File: config.mk
export PLATFORM = sky130hd
export DESIGN_NAME = bit_skip_call_execute
export DESIGN_NICKNAME = d
export VERILOG_FILES = /design/src/inc/bsc_pkg.sv /design/src/inc/stack_if.sv /design/src/return_stack.sv /design/src/bit_skip_call_execute.sv
export SDC_FILE = /design/constraint.sdc
export NUM_CORES = 2
export LEC_CHECK = 0
export BUFFER_PORTS_ARGS = -buffer_cell sky130_fd_sc_hd__buf_2
export CAP_MARGIN = 20
export CORE_MARGIN = 2
export CORE_UTILIZATION = 45
export CTS_CLUSTER_DIAMETER = 30
export CTS_CLUSTER_SIZE = 16
export DETAILED_ROUTE_END_ITERATION = 10
export PLACE_DENSITY_LB_ADDON = 0.1
export SETUP_SLACK_MARGIN = 0.5
export SLEW_MARGIN = 20
export SYNTH_ARGS = -nofsm -noshare
export SYNTH_HDL_FRONTEND = slang
export SYNTH_SLANG_ARGS = --single-unit
File: constraint.sdc
create_clock -name clk -period 6.8 [get_ports clk]
set_clock_uncertainty 0.2 [all_clocks]
set_input_delay 0.34 -clock clk [delete_from_list [all_inputs] [get_ports clk]]
set_output_delay 0.34 -clock clk [all_outputs]
set_load 0.02 [all_outputs]
File: src/inc/bsc_pkg.sv
// Constants shared by the bit, skip and call execution block
package bsc_pkg;
	// Datapath widths
	localparam int PC_W = 10;
	localparam int DATA_W = 8;
	localparam int FA_W = 6;
	localparam int BIT_W = 3;
	localparam int OP_W = 3;
	localparam int PAGE_W = 2;
	localparam int ADDR_W = 12;
	// Register byte offsets
	localparam logic [ADDR_W-1:0] CMD_OFS = 12'h000;
	localparam logic [ADDR_W-1:0] ACC_OFS = 12'h004;
	localparam logic [ADDR_W-1:0] PAGE_OFS = 12'h008;
	localparam logic [ADDR_W-1:0] TABLE_HIGH_POINTER_OFS = 12'h00c;
	localparam logic [ADDR_W-1:0] PC_OFS = 12'h010;
	localparam logic [ADDR_W-1:0] STATUS_OFS = 12'h014;
	localparam logic [ADDR_W-1:0] STACK_TOP_OFS = 12'h018;
	localparam logic [ADDR_W-1:0] FILE_BASE = 12'h100;
	// Command word field positions
	localparam int CMD_IMM_LSB = 0;
	localparam int CMD_FA_LSB = 8;
	localparam int CMD_BIT_LSB = 14;
	localparam int CMD_OP_LSB = 17;
	localparam int CMD_W = 20;
	// Status word field positions
	localparam int ST_ZERO = 0;
	localparam int ST_SKIP = 1;
	localparam int ST_BUSY = 2;
	localparam int ST_SP_LSB = 8;
	// Reset values
	localparam logic [DATA_W-1:0] ACC_RST = 8'h00;
	localparam logic [PC_W-1:0] PC_RST = 10'h000;
	localparam logic [PAGE_W-1:0] PAGE_RST = 2'h0;
	// Operation codes
	localparam logic [OP_W-1:0] OP_NOP = 3'h0;
	localparam logic [OP_W-1:0] OP_AND_IMMEDIATE = 3'h1;
	localparam logic [OP_W-1:0] OP_BIT_SET = 3'h2;
	localparam logic [OP_W-1:0] OP_SKIP_IF_CLEAR = 3'h3;
	localparam logic [OP_W-1:0] OP_SKIP_IF_SET = 3'h4;
	localparam logic [OP_W-1:0] OP_CALL_DIRECT = 3'h5;
	localparam logic [OP_W-1:0] OP_CALL_VIA_ACCUMULATOR = 3'h6;
endpackage : bsc_pkg

File: src/inc/stack_if.sv
// Push port between the executing core and the return stack
`timescale 1ns/10ps
interface stack_if #(
	parameter int SP_W = 2
);
	import bsc_pkg::*;
	logic push;
	logic [PC_W-1:0] push_data;
	logic [SP_W-1:0] sp;
	logic [PC_W-1:0] top_data;
	modport core (output push, output push_data, input sp, input top_data);
	modport stack (input push, input push_data, output sp, output top_data);
endinterface : stack_if

File: src/return_stack.sv
// Hardware return stack written at the pointer, then pointer bumped
`timescale 1ns/10ps
module return_stack
	import bsc_pkg::*;
#(
	parameter int DEPTH = 4,
	parameter int SP_W = 2
) (
	// Clock and reset
	input wire logic clk,
	input wire logic rst,
	// Push port
	stack_if.stack st
);
	logic [PC_W-1:0] mem [DEPTH];
	logic [SP_W-1:0] sp_r;

	// Entry at the pointer takes the return address
	always_ff @(posedge clk) begin
		if (st.push) begin
			mem[sp_r] <= st.push_data;
		end
	end

	// Pointer moves up after each push, wrapping when full
	always_ff @(posedge clk) begin
		if (rst) begin
			sp_r <= '0;
		end else if (st.push) begin
			sp_r <= sp_r + 1'b1;
		end
	end

	assign st.sp = sp_r;
	assign st.top_data = mem[sp_r - 1'b1];

	property p_push_order;
		@(posedge clk) disable iff (rst)
		st.push |=> (sp_r == $past(sp_r) + 1'b1)
			&& (mem[$past(sp_r)] == $past(st.push_data));
	endproperty
	a_push_order: assert property (p_push_order)
		else $error("push did not land at old pointer");
endmodule : return_stack

File: src/bit_skip_call_execute.sv
// Executes and-immediate, bit-set, bit-test-skip and the two calls
// Behaviour
// - And-immediate: accumulator AND operand, zero flag, one cycle
// - Bit-set forces file bit to one, flags untouched
// - Skip-if-clear skips next when bit is zero
// - Skip-if-set skips next when bit is one
// - Skipped instruction runs as no-operation, one cycle
// - Calls push program counter plus one first
// - Direct call loads page buffer and address
// - Accumulator call loads table pointer and accumulator
`timescale 1ns/10ps
module bit_skip_call_execute
	import bsc_pkg::*;
#(
	parameter int STACK_DEPTH = 4
) (
	// Clock and reset
	input wire logic clk,
	input wire logic rst,
	// APB slave
	input wire logic psel,
	input wire logic penable,
	input wire logic pwrite,
	input wire logic [ADDR_W-1:0] paddr,
	input wire logic [31:0] pwdata,
	output logic [31:0] prdata,
	output logic pready,
	output logic pslverr,
	// Program counter toward the fetch unit
	output logic [PC_W-1:0] pc_out
);
	localparam int SP_W = $clog2(STACK_DEPTH);

	typedef enum logic [1:0] {IDLE, EXEC, CALL_LOAD, DISCARD} state_t;

	state_t state_r;
	logic [CMD_W-1:0] ir_r;
	logic [DATA_W-1:0] acc_r;
	logic [PAGE_W-1:0] page_r;
	logic [PAGE_W-1:0] table_high_pointer_r;
	logic [PC_W-1:0] pc_r;
	logic [PC_W-1:0] tgt_r;
	logic zero_r;
	logic skip_pend_r;
	logic [DATA_W-1:0] file_mem [2**FA_W];
	logic [31:0] prdata_r;
	logic pready_r;
	logic pslverr_r;
	logic [31:0] rd_word;
	logic setup;
	logic xfer;
	logic go;
	logic in_file;
	logic tbit;
	logic [OP_W-1:0] op_w;
	logic [DATA_W-1:0] imm_w;
	logic [FA_W-1:0] fa_w;
	logic [BIT_W-1:0] bsel_w;

	stack_if #(.SP_W(SP_W)) st ();

	return_stack #(.DEPTH(STACK_DEPTH), .SP_W(SP_W)) u_stack (
		.clk(clk),
		.rst(rst),
		.st(st.stack)
	);

	// Offsets that answer without error
	function automatic logic addr_ok(input logic [ADDR_W-1:0] a);
		addr_ok = (a >= FILE_BASE && a < FILE_BASE + 12'h100)
			|| a == CMD_OFS || a == ACC_OFS || a == PAGE_OFS
			|| a == TABLE_HIGH_POINTER_OFS || a == PC_OFS || a == STATUS_OFS
			|| a == STACK_TOP_OFS;
	endfunction : addr_ok

	// Both call flavours share the push and load path
	function automatic logic is_call(input logic [OP_W-1:0] o);
		is_call = (o == OP_CALL_DIRECT) || (o == OP_CALL_VIA_ACCUMULATOR);
	endfunction : is_call

	// Command fields and tested bit
	assign op_w = ir_r[CMD_OP_LSB +: OP_W];
	assign imm_w = ir_r[CMD_IMM_LSB +: DATA_W];
	assign fa_w = ir_r[CMD_FA_LSB +: FA_W];
	assign bsel_w = ir_r[CMD_BIT_LSB +: BIT_W];
	assign tbit = file_mem[fa_w][bsel_w];

	// Bus phases
	assign setup = psel && !penable;
	assign xfer = psel && penable && pready_r;
	assign in_file = paddr >= FILE_BASE;
	assign go = xfer && pwrite && !pslverr_r && paddr == CMD_OFS;

	// Read data selection
	always_comb begin
		rd_word = '0;
		if (in_file) begin
			rd_word[DATA_W-1:0] = file_mem[paddr[FA_W+1:2]];
		end else begin
			case (paddr)
				ACC_OFS: rd_word[DATA_W-1:0] = acc_r;
				PAGE_OFS: rd_word[PAGE_W-1:0] = page_r;
				TABLE_HIGH_POINTER_OFS: rd_word[PAGE_W-1:0] = table_high_pointer_r;
				PC_OFS: rd_word[PC_W-1:0] = pc_r;
				STATUS_OFS: begin
					rd_word[ST_ZERO] = zero_r;
					rd_word[ST_SKIP] = skip_pend_r;
					rd_word[ST_BUSY] = state_r != IDLE;
					rd_word[ST_SP_LSB +: SP_W] = st.sp;
				end
				STACK_TOP_OFS: rd_word[PC_W-1:0] = st.top_data;
				default: rd_word = '0;
			endcase
		end
	end

	// APB answer one cycle after setup; busy command write errors
	always_ff @(posedge clk) begin
		if (rst) begin
			pready_r <= 1'b0;
			pslverr_r <= 1'b0;
			prdata_r <= '0;
		end else begin
			pready_r <= setup;
			pslverr_r <= setup && (!addr_ok(paddr)
				|| (pwrite && paddr == CMD_OFS && state_r != IDLE));
			// Unmapped reads, file window overrun included, give zero
			prdata_r <= (setup && !pwrite && addr_ok(paddr))
				? rd_word : '0;
		end
	end

	// Sequencer
	always_ff @(posedge clk) begin
		if (rst) begin
			state_r <= IDLE;
			ir_r <= '0;
		end else begin
			case (state_r)
				IDLE: begin
					if (go) begin
						ir_r <= pwdata[CMD_W-1:0];
						state_r <= skip_pend_r ? DISCARD : EXEC;
					end
				end
				EXEC: state_r <= is_call(op_w) ? CALL_LOAD : IDLE;
				CALL_LOAD: state_r <= IDLE;
				DISCARD: state_r <= IDLE;
				default: state_r <= IDLE;
			endcase
		end
	end

	// Skip flag: set by a test that hits, cleared by the discarded op
	always_ff @(posedge clk) begin
		if (rst) begin
			skip_pend_r <= 1'b0;
		end else if (state_r == EXEC) begin
			skip_pend_r <= (op_w == OP_SKIP_IF_CLEAR && !tbit)
				|| (op_w == OP_SKIP_IF_SET && tbit);
		end else if (state_r == DISCARD) begin
			skip_pend_r <= 1'b0;
		end
	end

	// Accumulator and zero flag
	always_ff @(posedge clk) begin
		if (rst) begin
			acc_r <= ACC_RST;
			zero_r <= 1'b0;
		end else if (state_r == EXEC && op_w == OP_AND_IMMEDIATE) begin
			acc_r <= acc_r & imm_w;
			zero_r <= (acc_r & imm_w) == '0;
		end else if (xfer && pwrite && paddr == ACC_OFS) begin
			acc_r <= pwdata[DATA_W-1:0];
		end
	end

	// Page buffer and table pointer, software written
	always_ff @(posedge clk) begin
		if (rst) begin
			page_r <= PAGE_RST;
			table_high_pointer_r <= PAGE_RST;
		end else if (xfer && pwrite && paddr == PAGE_OFS) begin
			page_r <= pwdata[PAGE_W-1:0];
		end else if (xfer && pwrite && paddr == TABLE_HIGH_POINTER_OFS) begin
			table_high_pointer_r <= pwdata[PAGE_W-1:0];
		end
	end

	// File registers; bit-set lands on top of a same-cycle bus write
	always_ff @(posedge clk) begin
		if (xfer && pwrite && in_file && !pslverr_r) begin
			file_mem[paddr[FA_W+1:2]] <= pwdata[DATA_W-1:0];
		end
		if (state_r == EXEC && op_w == OP_BIT_SET) begin
			file_mem[fa_w][bsel_w] <= 1'b1;
		end
	end

	// Call target captured while the push happens
	always_ff @(posedge clk) begin
		if (rst) begin
			tgt_r <= PC_RST;
		end else if (state_r == EXEC) begin
			tgt_r <= (op_w == OP_CALL_DIRECT) ? {page_r, imm_w}
				: {table_high_pointer_r, acc_r};
		end
	end

	// Program counter
	always_ff @(posedge clk) begin
		if (rst) begin
			pc_r <= PC_RST;
		end else if (state_r == CALL_LOAD) begin
			pc_r <= tgt_r;
		end else if ((state_r == EXEC && !is_call(op_w))
			|| state_r == DISCARD) begin
			pc_r <= pc_r + 1'b1;
		end else if (xfer && pwrite && paddr == PC_OFS) begin
			pc_r <= pwdata[PC_W-1:0];
		end
	end

	// Return address push during the first call cycle
	assign st.push = state_r == EXEC && is_call(op_w);
	assign st.push_data = pc_r + 1'b1;

	assign prdata = prdata_r;
	assign pready = pready_r;
	assign pslverr = pslverr_r;
	assign pc_out = pc_r;

	property p_and_imm;
		@(posedge clk) disable iff (rst)
		(state_r == EXEC && op_w == OP_AND_IMMEDIATE) |=>
			acc_r == ($past(acc_r) & $past(imm_w))
			&& zero_r == (acc_r == '0) && state_r == IDLE;
	endproperty
	a_and_imm: assert property (p_and_imm)
		else $error("and-immediate result or zero flag wrong");

	property p_bit_set;
		@(posedge clk) disable iff (rst)
		(state_r == EXEC && op_w == OP_BIT_SET) |=>
			file_mem[$past(fa_w)][$past(bsel_w)] && $stable(zero_r);
	endproperty
	a_bit_set: assert property (p_bit_set)
		else $error("bit-set did not set bit or changed flag");

	property p_skip_clear;
		@(posedge clk) disable iff (rst)
		(state_r == EXEC && op_w == OP_SKIP_IF_CLEAR) |=>
			skip_pend_r == !$past(tbit) && $stable(zero_r);
	endproperty
	a_skip_clear: assert property (p_skip_clear)
		else $error("skip-if-clear decision wrong");

	property p_skip_set;
		@(posedge clk) disable iff (rst)
		(state_r == EXEC && op_w == OP_SKIP_IF_SET) |=>
			skip_pend_r == $past(tbit) && $stable(zero_r);
	endproperty
	a_skip_set: assert property (p_skip_set)
		else $error("skip-if-set decision wrong");

	property p_discard;
		@(posedge clk) disable iff (rst)
		(state_r == IDLE && go && skip_pend_r) |=> state_r == DISCARD
			##1 (state_r == IDLE && !skip_pend_r && $stable(acc_r));
	endproperty
	a_discard: assert property (p_discard)
		else $error("skipped instruction was not discarded");

	property p_push_ret;
		@(posedge clk) disable iff (rst)
		(state_r == EXEC && is_call(op_w)) |=>
			st.top_data == $past(pc_r) + 1'b1
			&& st.sp == $past(st.sp) + 1'b1;
	endproperty
	a_push_ret: assert property (p_push_ret)
		else $error("call did not push return address");

	property p_call_direct;
		@(posedge clk) disable iff (rst)
		(state_r == EXEC && op_w == OP_CALL_DIRECT) |=>
			##1 (pc_r == {$past(page_r, 2), $past(imm_w, 2)}
			&& state_r == IDLE);
	endproperty
	a_call_direct: assert property (p_call_direct)
		else $error("direct call target wrong");

	property p_call_acc;
		@(posedge clk) disable iff (rst)
		(state_r == EXEC && op_w == OP_CALL_VIA_ACCUMULATOR) |=>
			##1 (pc_r == {$past(table_high_pointer_r, 2), $past(acc_r, 2)}
			&& state_r == IDLE);
	endproperty
	a_call_acc: assert property (p_call_acc)
		else $error("accumulator call target wrong");
endmodule : bit_skip_call_execute

# [Word-level counts from Yosys, hierarchy flattened]
# Memories as Yosys holds them, arrays and structs flattened. A register that Yosys moved wholly into a read port is not among the register bits.
# Index checks and enable logic that the tools add are counted.
[classes] div=0 n_addsub=3 n_bitwise=3 n_shift=0 n_eq_ne=16 n_mux=29 n_reduce_logical=54 order_cmp=4 mul=0
[ops] operator="two-way mux 10 bit" n=4
[ops] operator="== test 12 x 5 -> 1 bit, second input constant" n=3
[ops] operator="two-way mux 8 bit" n=4
[ops] operator="logical AND 1 bit" n=25
[ops] operator="== test 12 x 4 -> 1 bit, second input constant" n=2
[ops] operator="case mux 5 bit (3 select lines)" n=1
[ops] operator="== test 12 x 3 -> 1 bit, second input constant" n=1
[ops] operator="greater-or-equal comparator 12 x 9 -> 1 bit, second input constant" n=1
[ops] operator="logical NOT 12 bit" n=1
[ops] operator="< comparator 12 x 10 -> 1 bit, second input constant" n=1
[ops] operator="two-way mux 6 bit" n=2
[ops] operator="case mux 2 bit (3 select lines)" n=2
[ops] operator="case mux 2 bit (6 select lines)" n=1
[ops] operator="logical OR 1 bit" n=11
[ops] operator="adder 10 x 1 -> 10 bit, second input constant" n=1
[ops] operator="== test 3 bit, second input constant" n=3
[ops] operator="two-way mux 1 bit" n=9
[ops] operator="AND 8 bit" n=1
[ops] operator="logical NOT 8 bit" n=1
[ops] operator="== test 3 x 2 -> 1 bit, second input constant" n=2
[ops] operator="logical NOT 1 bit" n=6
[ops] operator="two-way mux 2 bit" n=3
[ops] operator="nonzero test 2 bit" n=3
[ops] operator="== test 2 bit, second input constant" n=2
[ops] operator="16 further kinds" n=19
[totals] inputBits=49 rom_bits=0 memories=2 output_inout_bits=44 ram_bits=552 word_cells=125 ff_bits=92 latchBits=0
[memory_table] name="file_mem" words=64 width=8 read_ports=2 rd_clocked_by_memory_dff=1 write_ports=2 line_no="bit_skip_call_execute.sv:45" rtl="logic [DATA_W-1:0] file_mem [2**FA_W];"
[memory_table] name="u_stack.mem" words=4 width=10 read_ports=1 rd_clocked_by_memory_dff=0 write_ports=1 line_no="return_stack.sv:15" rtl="logic [PC_W-1:0] mem [DEPTH];"

# [Depth between registers and ports, before layout]
[depth] depth_word=12 ltp_mapped=12 ltp_nobuf=8

# [Cells and area by module]
# From an unflattened synthesis, not the netlist that was laid out.
[unflattened] hier_cells=3288 area_unflattened_um2=32524.9
[modules_own_cells] module="bit_skip_call_execute" area_each_um2=30925.9 seq_area_each_um2=11731.3 instances=1 cells_each=3220
[modules_own_cells] module="return_stack" area_each_um2=1599.0 seq_area_each_um2=1241.2 instances=1 cells_each=68

# [Worst setup path before layout]
# Ideal clock, no wire load.
[synth_path] path_kind="input to register" startpoint="input paddr[2]" endpoint="register prdata_r[7], in the netlist prdata[7]" slack_ps=3706 required_time_ps=6476 setup_time_ps=124 cell_stages=11 path_buffers=4 arrival_ps=2770 cell_sequence="buf_4 -> buf_2 -> buf_2 -> buf_2 -> mux4_2 -> a22oi_1 -> nor2_1 -> a21oi_1 -> a31oi_1 -> a222oi_1 -> nor2_1"
[synth_via] elab_chain_cells=12 elab_cells_between_ends=23 cone_classes="order compare: 2; eq/ne: 6; mux: 2; bitwise: 1; reduce/logical: 11; memory: 1"
[synth_lines] element="from (decl)" line_no="bit_skip_call_execute.sv:24" rtl="input wire logic [ADDR_W-1:0] paddr,"
[synth_lines] element="greater-or-equal comparator 12 x 9 -> 1 bit / < comparator 12 x 10 -> 1 bit (equally long branches)" line_no="bit_skip_call_execute.sv:70, bit_skip_call_execute.sv:91"
[synth_lines] element="logical AND 1 bit" line_no="bit_skip_call_execute.sv:70" rtl="addr_ok = (a >= FILE_BASE && a < FILE_BASE + 12'h100)"
[synth_lines] element="logical OR 1 bit (3 in a row)" line_no="bit_skip_call_execute.sv:71" rtl="|| a == CMD_OFS || a == ACC_OFS || a == PAGE_OFS"
[synth_lines] element="logical OR 1 bit (3 in a row)" line_no="bit_skip_call_execute.sv:72" rtl="|| a == TABLE_HIGH_POINTER_OFS || a == PC_OFS || a == STATUS_OFS"
[synth_lines] element="logical OR 1 bit" line_no="bit_skip_call_execute.sv:73" rtl="|| a == STACK_TOP_OFS;"
[synth_lines] element="logical AND 1 bit" line_no="bit_skip_call_execute.sv:128" rtl="prdata_r <= (setup && !pwrite && addr_ok(paddr))"
[synth_lines] element="inverter 1 bit (no line)"
[synth_lines] element="OR reduction 2 bit (no line)"
[synth_lines] element="to (signal assigned)" line_no="bit_skip_call_execute.sv:128"
[synth_lines] element="to (decl)" line_no="bit_skip_call_execute.sv:46" rtl="logic [31:0] prdata_r;"
# Several ways; a longest one is shown, not always the timed one.
# A chain may end at the register's enable or synchronous reset.

==> metrics.txt <==
# TYPE chip_impl_metric gauge
chip_impl_info{name="status",value="completed"} 1
chip_impl_metric{name="design.die.area",unit="um2"} 74400
chip_impl_metric{name="maxCapViolations",unit=""} 0
chip_impl_metric{name="cts.clk_slew.worst_paths",unit="ns"} 0.05
chip_impl_metric{name="post_synth_inst_count",unit=""} 3384
chip_impl_metric{name="detail_route.drc_violations",unit=""} 0
chip_impl_info{name="layout_common_cells",value="sky130_fd_sc_hd__nor2_1, sky130_fd_sc_hd__dfxtp_1, sky130_fd_sc_hd__o22ai_1"} 1
chip_impl_info{name="clock_tree.root_cell",value="sky130_fd_sc_hd__clkbuf_16"} 1
chip_impl_metric{name="ant_nets",unit=""} 0
chip_impl_metric{name="synth-async-reset-ratio",unit=""} 0
chip_impl_metric{name="synth.yosys.seq_area_share",unit=""} 0.399
chip_impl_metric{name="pin_count",unit=""} 93
chip_impl_metric{name="pin_count_of_the_biggest_net_entering_global_routing",unit=""} 70
chip_impl_metric{name="clock_latency_reported_for_the_late_side_of_the_worst_skew_pair",unit="ns"} 0.74
chip_impl_metric{name="placementRows",unit=""} 98
chip_impl_metric{name="worst_slack",unit="ns"} 2.44
chip_impl_metric{name="synth_edf_count",unit=""} 40
chip_impl_metric{name="syn_to_final_growth",unit="%"} 19.8
chip_impl_metric{name="place.gp.congestion",unit=""} 0.986
chip_impl_metric{name="irDropWorstVdd",unit="mV"} 0.195
chip_impl_metric{name="critical_path_peak_fanout",unit=""} 34
chip_impl_metric{name="power_frac_clock",unit=""} 0.646
chip_impl_metric{name="number_of_vias_after_detailed_routing",unit=""} 29800
chip_impl_metric{name="detail_route.first_pass.iterations",unit=""} 7
chip_impl_metric{name="ys_types",unit=""} 69
chip_impl_metric{name="first_global_vias",unit=""} 28200
chip_impl_metric{name="max-slew-margin-rel",unit=""} 0.127
chip_impl_metric{name="port_buffers",unit=""} 58
chip_impl_metric{name="internal_power",unit="W"} 0.00901
chip_impl_metric{name="post-cts-setup-buffers",unit=""} 0
chip_impl_metric{name="detail_route.vias_per_cell",unit=""} 6.63
chip_impl_metric{name="switching_share",unit=""} 0.226
chip_impl_metric{name="total_leakage_power",unit="nW"} 14.6
chip_impl_info{name="worst_setup_path_start_kind",value="flip-flop"} 1
chip_impl_metric{name="slack_of_the_worst_reg_to_reg_path",unit="ns"} 2.44
chip_impl_metric{name="gr-usage-all-layers",unit=""} 0.360
chip_impl_metric{name="sequential_cell_area",unit="um2"} 13000
chip_impl_metric{name="clock_sinks",unit=""} 628
chip_impl_metric{name="post_cts_resize_count",unit=""} 0
chip_impl_metric{name="dr.first_iter.drc_count",unit=""} 4022
chip_impl_info{name="cts_tree",value="done"} 1
chip_impl_metric{name="wirelength",unit="mm"} 136
chip_impl_metric{name="fmaxAchievable",unit="MHz"} 229
chip_impl_metric{name="worst_ep_arrival_time",unit="ns"} 4.77
chip_impl_metric{name="layout-drive-gt1-share",unit=""} 0.198
chip_impl_metric{name="met2WireLength",unit="mm"} 58.8
chip_impl_metric{name="syn_area",unit="um2"} 32500
chip_impl_metric{name="htreeDepth",unit=""} 4
chip_impl_metric{name="timing.final.crit_period",unit="ns"} 4.36
chip_impl_metric{name="final.period_utilization",unit=""} 0.641
chip_impl_metric{name="grt_antenna_before_repair",unit=""} 4
chip_impl_metric{name="core_area",unit="um2"} 71500
chip_impl_info{name="yosys_most_used_dff",value="sky130_fd_sc_hd__dfxtp_1"} 1
chip_impl_metric{name="die_width",unit="um"} 273
chip_impl_info{name="timing_worst_setup_path_type",value="flip-flop to flip-flop"} 1
chip_impl_metric{name="fillerInstances",unit=""} 6229
chip_impl_metric{name="synth-seq-cells",unit=""} 628
chip_impl_info{name="worst_setup_path_end_kind",value="flip-flop"} 1
chip_impl_metric{name="multi_input_comb_area",unit="um2"} 18400
chip_impl_metric{name="critPathRequiredTime",unit="ns"} 7.21
chip_impl_metric{name="ys_warn_count",unit=""} 0
chip_impl_metric{name="tns",unit="ns"} 0
chip_impl_metric{name="post_place_instance_area",unit="um2"} 33400
chip_impl_metric{name="wire_length_of_the_first_global_routing_pass",unit="mm"} 196
chip_impl_metric{name="timing_max_transition_violations_final",unit=""} 0
chip_impl_metric{name="met3_wirelength",unit="mm"} 17.4
chip_impl_info{name="highest_routed_layer",value="met5"} 1
chip_impl_metric{name="grt-ovfl-total",unit=""} 0
chip_impl_metric{name="whs",unit="ns"} 0.0383
chip_impl_info{name="rsz0062_at_grt",value="false"} 1
chip_impl_metric{name="seq_power_share",unit=""} 0.324
chip_impl_metric{name="combPwrFrac",unit=""} 0.030
chip_impl_metric{name="layout.cell_area.non_filler",unit="um2"} 39000
chip_impl_metric{name="dp_hpwl",unit="mm"} 86.0
chip_impl_metric{name="avgSynthCellArea",unit="um2"} 9.61
chip_impl_metric{name="start_util",unit=""} 0.455
chip_impl_info{name="mostFrequentLayoutCell",value="sky130_fd_sc_hd__nor2_1"} 1
chip_impl_metric{name="timing.final.hold_violations",unit=""} 0
chip_impl_metric{name="p_sw",unit="W"} 0.00263
chip_impl_metric{name="finalPower",unit="W"} 0.0116
chip_impl_metric{name="nets",unit=""} 3472
chip_impl_info{name="timing.hold.worst.class",value="input pin to flip-flop"} 1
chip_impl_metric{name="worst_pin_slew",unit="ns"} 1.31
chip_impl_metric{name="finalSetupViolCount",unit=""} 0
chip_impl_metric{name="overall_die_height",unit="um"} 273
chip_impl_metric{name="route.detailed.wl_per_inst",unit="um"} 30.2
chip_impl_metric{name="cts_buffers",unit=""} 150
chip_impl_metric{name="cts_max_path_buffers",unit=""} 3
chip_impl_metric{name="drt-met1-wl",unit="mm"} 50.7
chip_impl_metric{name="powerDensity",unit="nW/um2"} 299
chip_impl_metric{name="pre_cts_ws",unit="ns"} 2.50
-- flip-flops by register name, indices dropped and copies added (netlist names), 2 cells and up, named ones only --
signal / cells
file_mem: 512
u_stack.mem: 40
ir_r: 20
pc_out: 10
prdata: 10
tgt_r: 10
acc_r: 8
page_r: 2
state_r: 2
table_high_pointer_r: 2
u_stack.st.sp: 2
-- synth_stat cells, types with 4 or more instances --
cell type | count | share of area
sky130_fd_sc_hd__ha_1 | 5 | 0.0019
sky130_fd_sc_hd__nand2_1 | 238 | 0.027
sky130_fd_sc_hd__inv_1 | 12 | 0.0014
sky130_fd_sc_hd__mux4_2 | 280 | 0.19
sky130_fd_sc_hd__o22ai_1 | 367 | 0.071
sky130_fd_sc_hd__a222oi_1 | 4 | 0.0012
sky130_fd_sc_hd__a21o_1 | 8 | 0.0018
sky130_fd_sc_hd__nor3b_1 | 6 | 0.0014
sky130_fd_sc_hd__mux2i_1 | 219 | 0.067
sky130_fd_sc_hd__nor2_2 | 5 | 0.00096
sky130_fd_sc_hd__nor4_1 | 15 | 0.0029
sky130_fd_sc_hd__nand2b_1 | 13 | 0.0025
sky130_fd_sc_hd__buf_2 | 39 | 0.0060
sky130_fd_sc_hd__and3b_1 | 4 | 0.0011
sky130_fd_sc_hd__nand4_1 | 14 | 0.0027
sky130_fd_sc_hd__nor3_1 | 13 | 0.0020
sky130_fd_sc_hd__or3_1 | 6 | 0.0012
sky130_fd_sc_hd__buf_1 | 33 | 0.0038
sky130_fd_sc_hd__nand3_1 | 18 | 0.0028
sky130_fd_sc_hd__edfxtp_1 | 40 | 0.037
sky130_fd_sc_hd__a221oi_1 | 10 | 0.0027
sky130_fd_sc_hd__and2_1 | 11 | 0.0021
sky130_fd_sc_hd__a22oi_1 | 37 | 0.0085
sky130_fd_sc_hd__clkbuf_1 | 158 | 0.018
sky130_fd_sc_hd__o211ai_1 | 7 | 0.0016
sky130_fd_sc_hd__o21ai_0 | 182 | 0.028
sky130_fd_sc_hd__buf_6 | 4 | 0.0014
sky130_fd_sc_hd__a21oi_1 | 41 | 0.0063
sky130_fd_sc_hd__mux2_2 | 18 | 0.0062
sky130_fd_sc_hd__buf_4 | 34 | 0.0078
sky130_fd_sc_hd__nor2b_1 | 28 | 0.0054
sky130_fd_sc_hd__nor2_1 | 831 | 0.096
sky130_fd_sc_hd__a211oi_1 | 28 | 0.0065
sky130_fd_sc_hd__dfxtp_1 | 588 | 0.36
sky130_fd_sc_hd__and3_1 | 10 | 0.0019
sky130_fd_sc_hd__xnor2_1 | 7 | 0.0019
-- power groups by stage --
stage	registers (W)	logic, W	clock network (W)
global route	0.00376	0.000360	0.00776
finish	0.00377	0.000352	0.00752
CTS	0.00377	0.000343	0.00756
floorplan	0.00383	0.000222	0
global placement	0.00383	0.000332	0
detailed placement	0.00383	0.000334	0
-- path summary, 6_finish.rpt --
path | end | cells after the start | from
worst min register to register | page_r[1] | 2 | page_r[1]
worst min-delay path | acc_r[2] | 3 | rst
worst max-delay path | skip_pend_r | 9 | flip-flop
worst max register to register | skip_pend_r | 9 | flip-flop
-- cell families (layout without fill, tap and decap cells) --
| kind of cell | Yosys count | count (layout) | synth area share |
|---|---|---|---|
| mux | 517 | 517 | 0.268 |
| buf+inv | 282 | 419 | 0.0389 |
| fa+ha+maj | 5 | 5 | 0.00192 |
| simple gates | 1229 | 1229 | 0.155 |
| flops | 628 | 628 | 0.399 |
| other cells | 1 | 24 | 0.000115 |
| compound gates | 712 | 712 | 0.135 |
| xor+xnor | 10 | 10 | 0.00269 |
-- cell type report --
| class | count | share of cell area |
|---|---|---|
| Sequential cell | 628 | 0.333 |
| Tap cell | 950 | 0.0305 |
| Clock inverter | 83 | 0.0303 |
| Timing Repair Buffer | 129 | 0.0245 |
| Clock buffer | 193 | 0.107 |
| Antenna cell | 2 | 0.000128 |
| Inverter | 14 | 0.00135 |
| Multi-Input combinational cell | 2495 | 0.473 |
-- critical path: stages (launching register included) --
cell and delay [ns]:
sky130_fd_sc_hd__dfxtp_4 0.83, sky130_fd_sc_hd__buf_4 0.50, sky130_fd_sc_hd__nand2_1 0.38, sky130_fd_sc_hd__a211oi_1 0.63, sky130_fd_sc_hd__nor3_1 0.21, sky130_fd_sc_hd__o31ai_1 0.24, sky130_fd_sc_hd__nand4_1 0.13, sky130_fd_sc_hd__a221oi_1 0.75
sky130_fd_sc_hd__a21oi_1 0.14, sky130_fd_sc_hd__nand3b_1 0.18
-- stage by stage --
stage,cells,utilization
after global placement,4195,0.467
after floorplan,3405,-
after detailed placement,4195,0.467
after global routing,4492,0.545
after CTS,4492,0.545
final,4494,0.545
-- metal layers --
metal / up-vias / global-route usage
met5: - / 0
met4: 6 / 0.213
met3: 456 / 0.122
met2: 2106 / 0.533
met1: 14600 / 0.457
li1: 12600 / -
-- timing repair --
action,4_1_cts,5_1_grt
hold buffers,21,0
setup endpoints to repair,0,0
hold endpoints to repair,34,0
(Power assumes the default switching activity.)
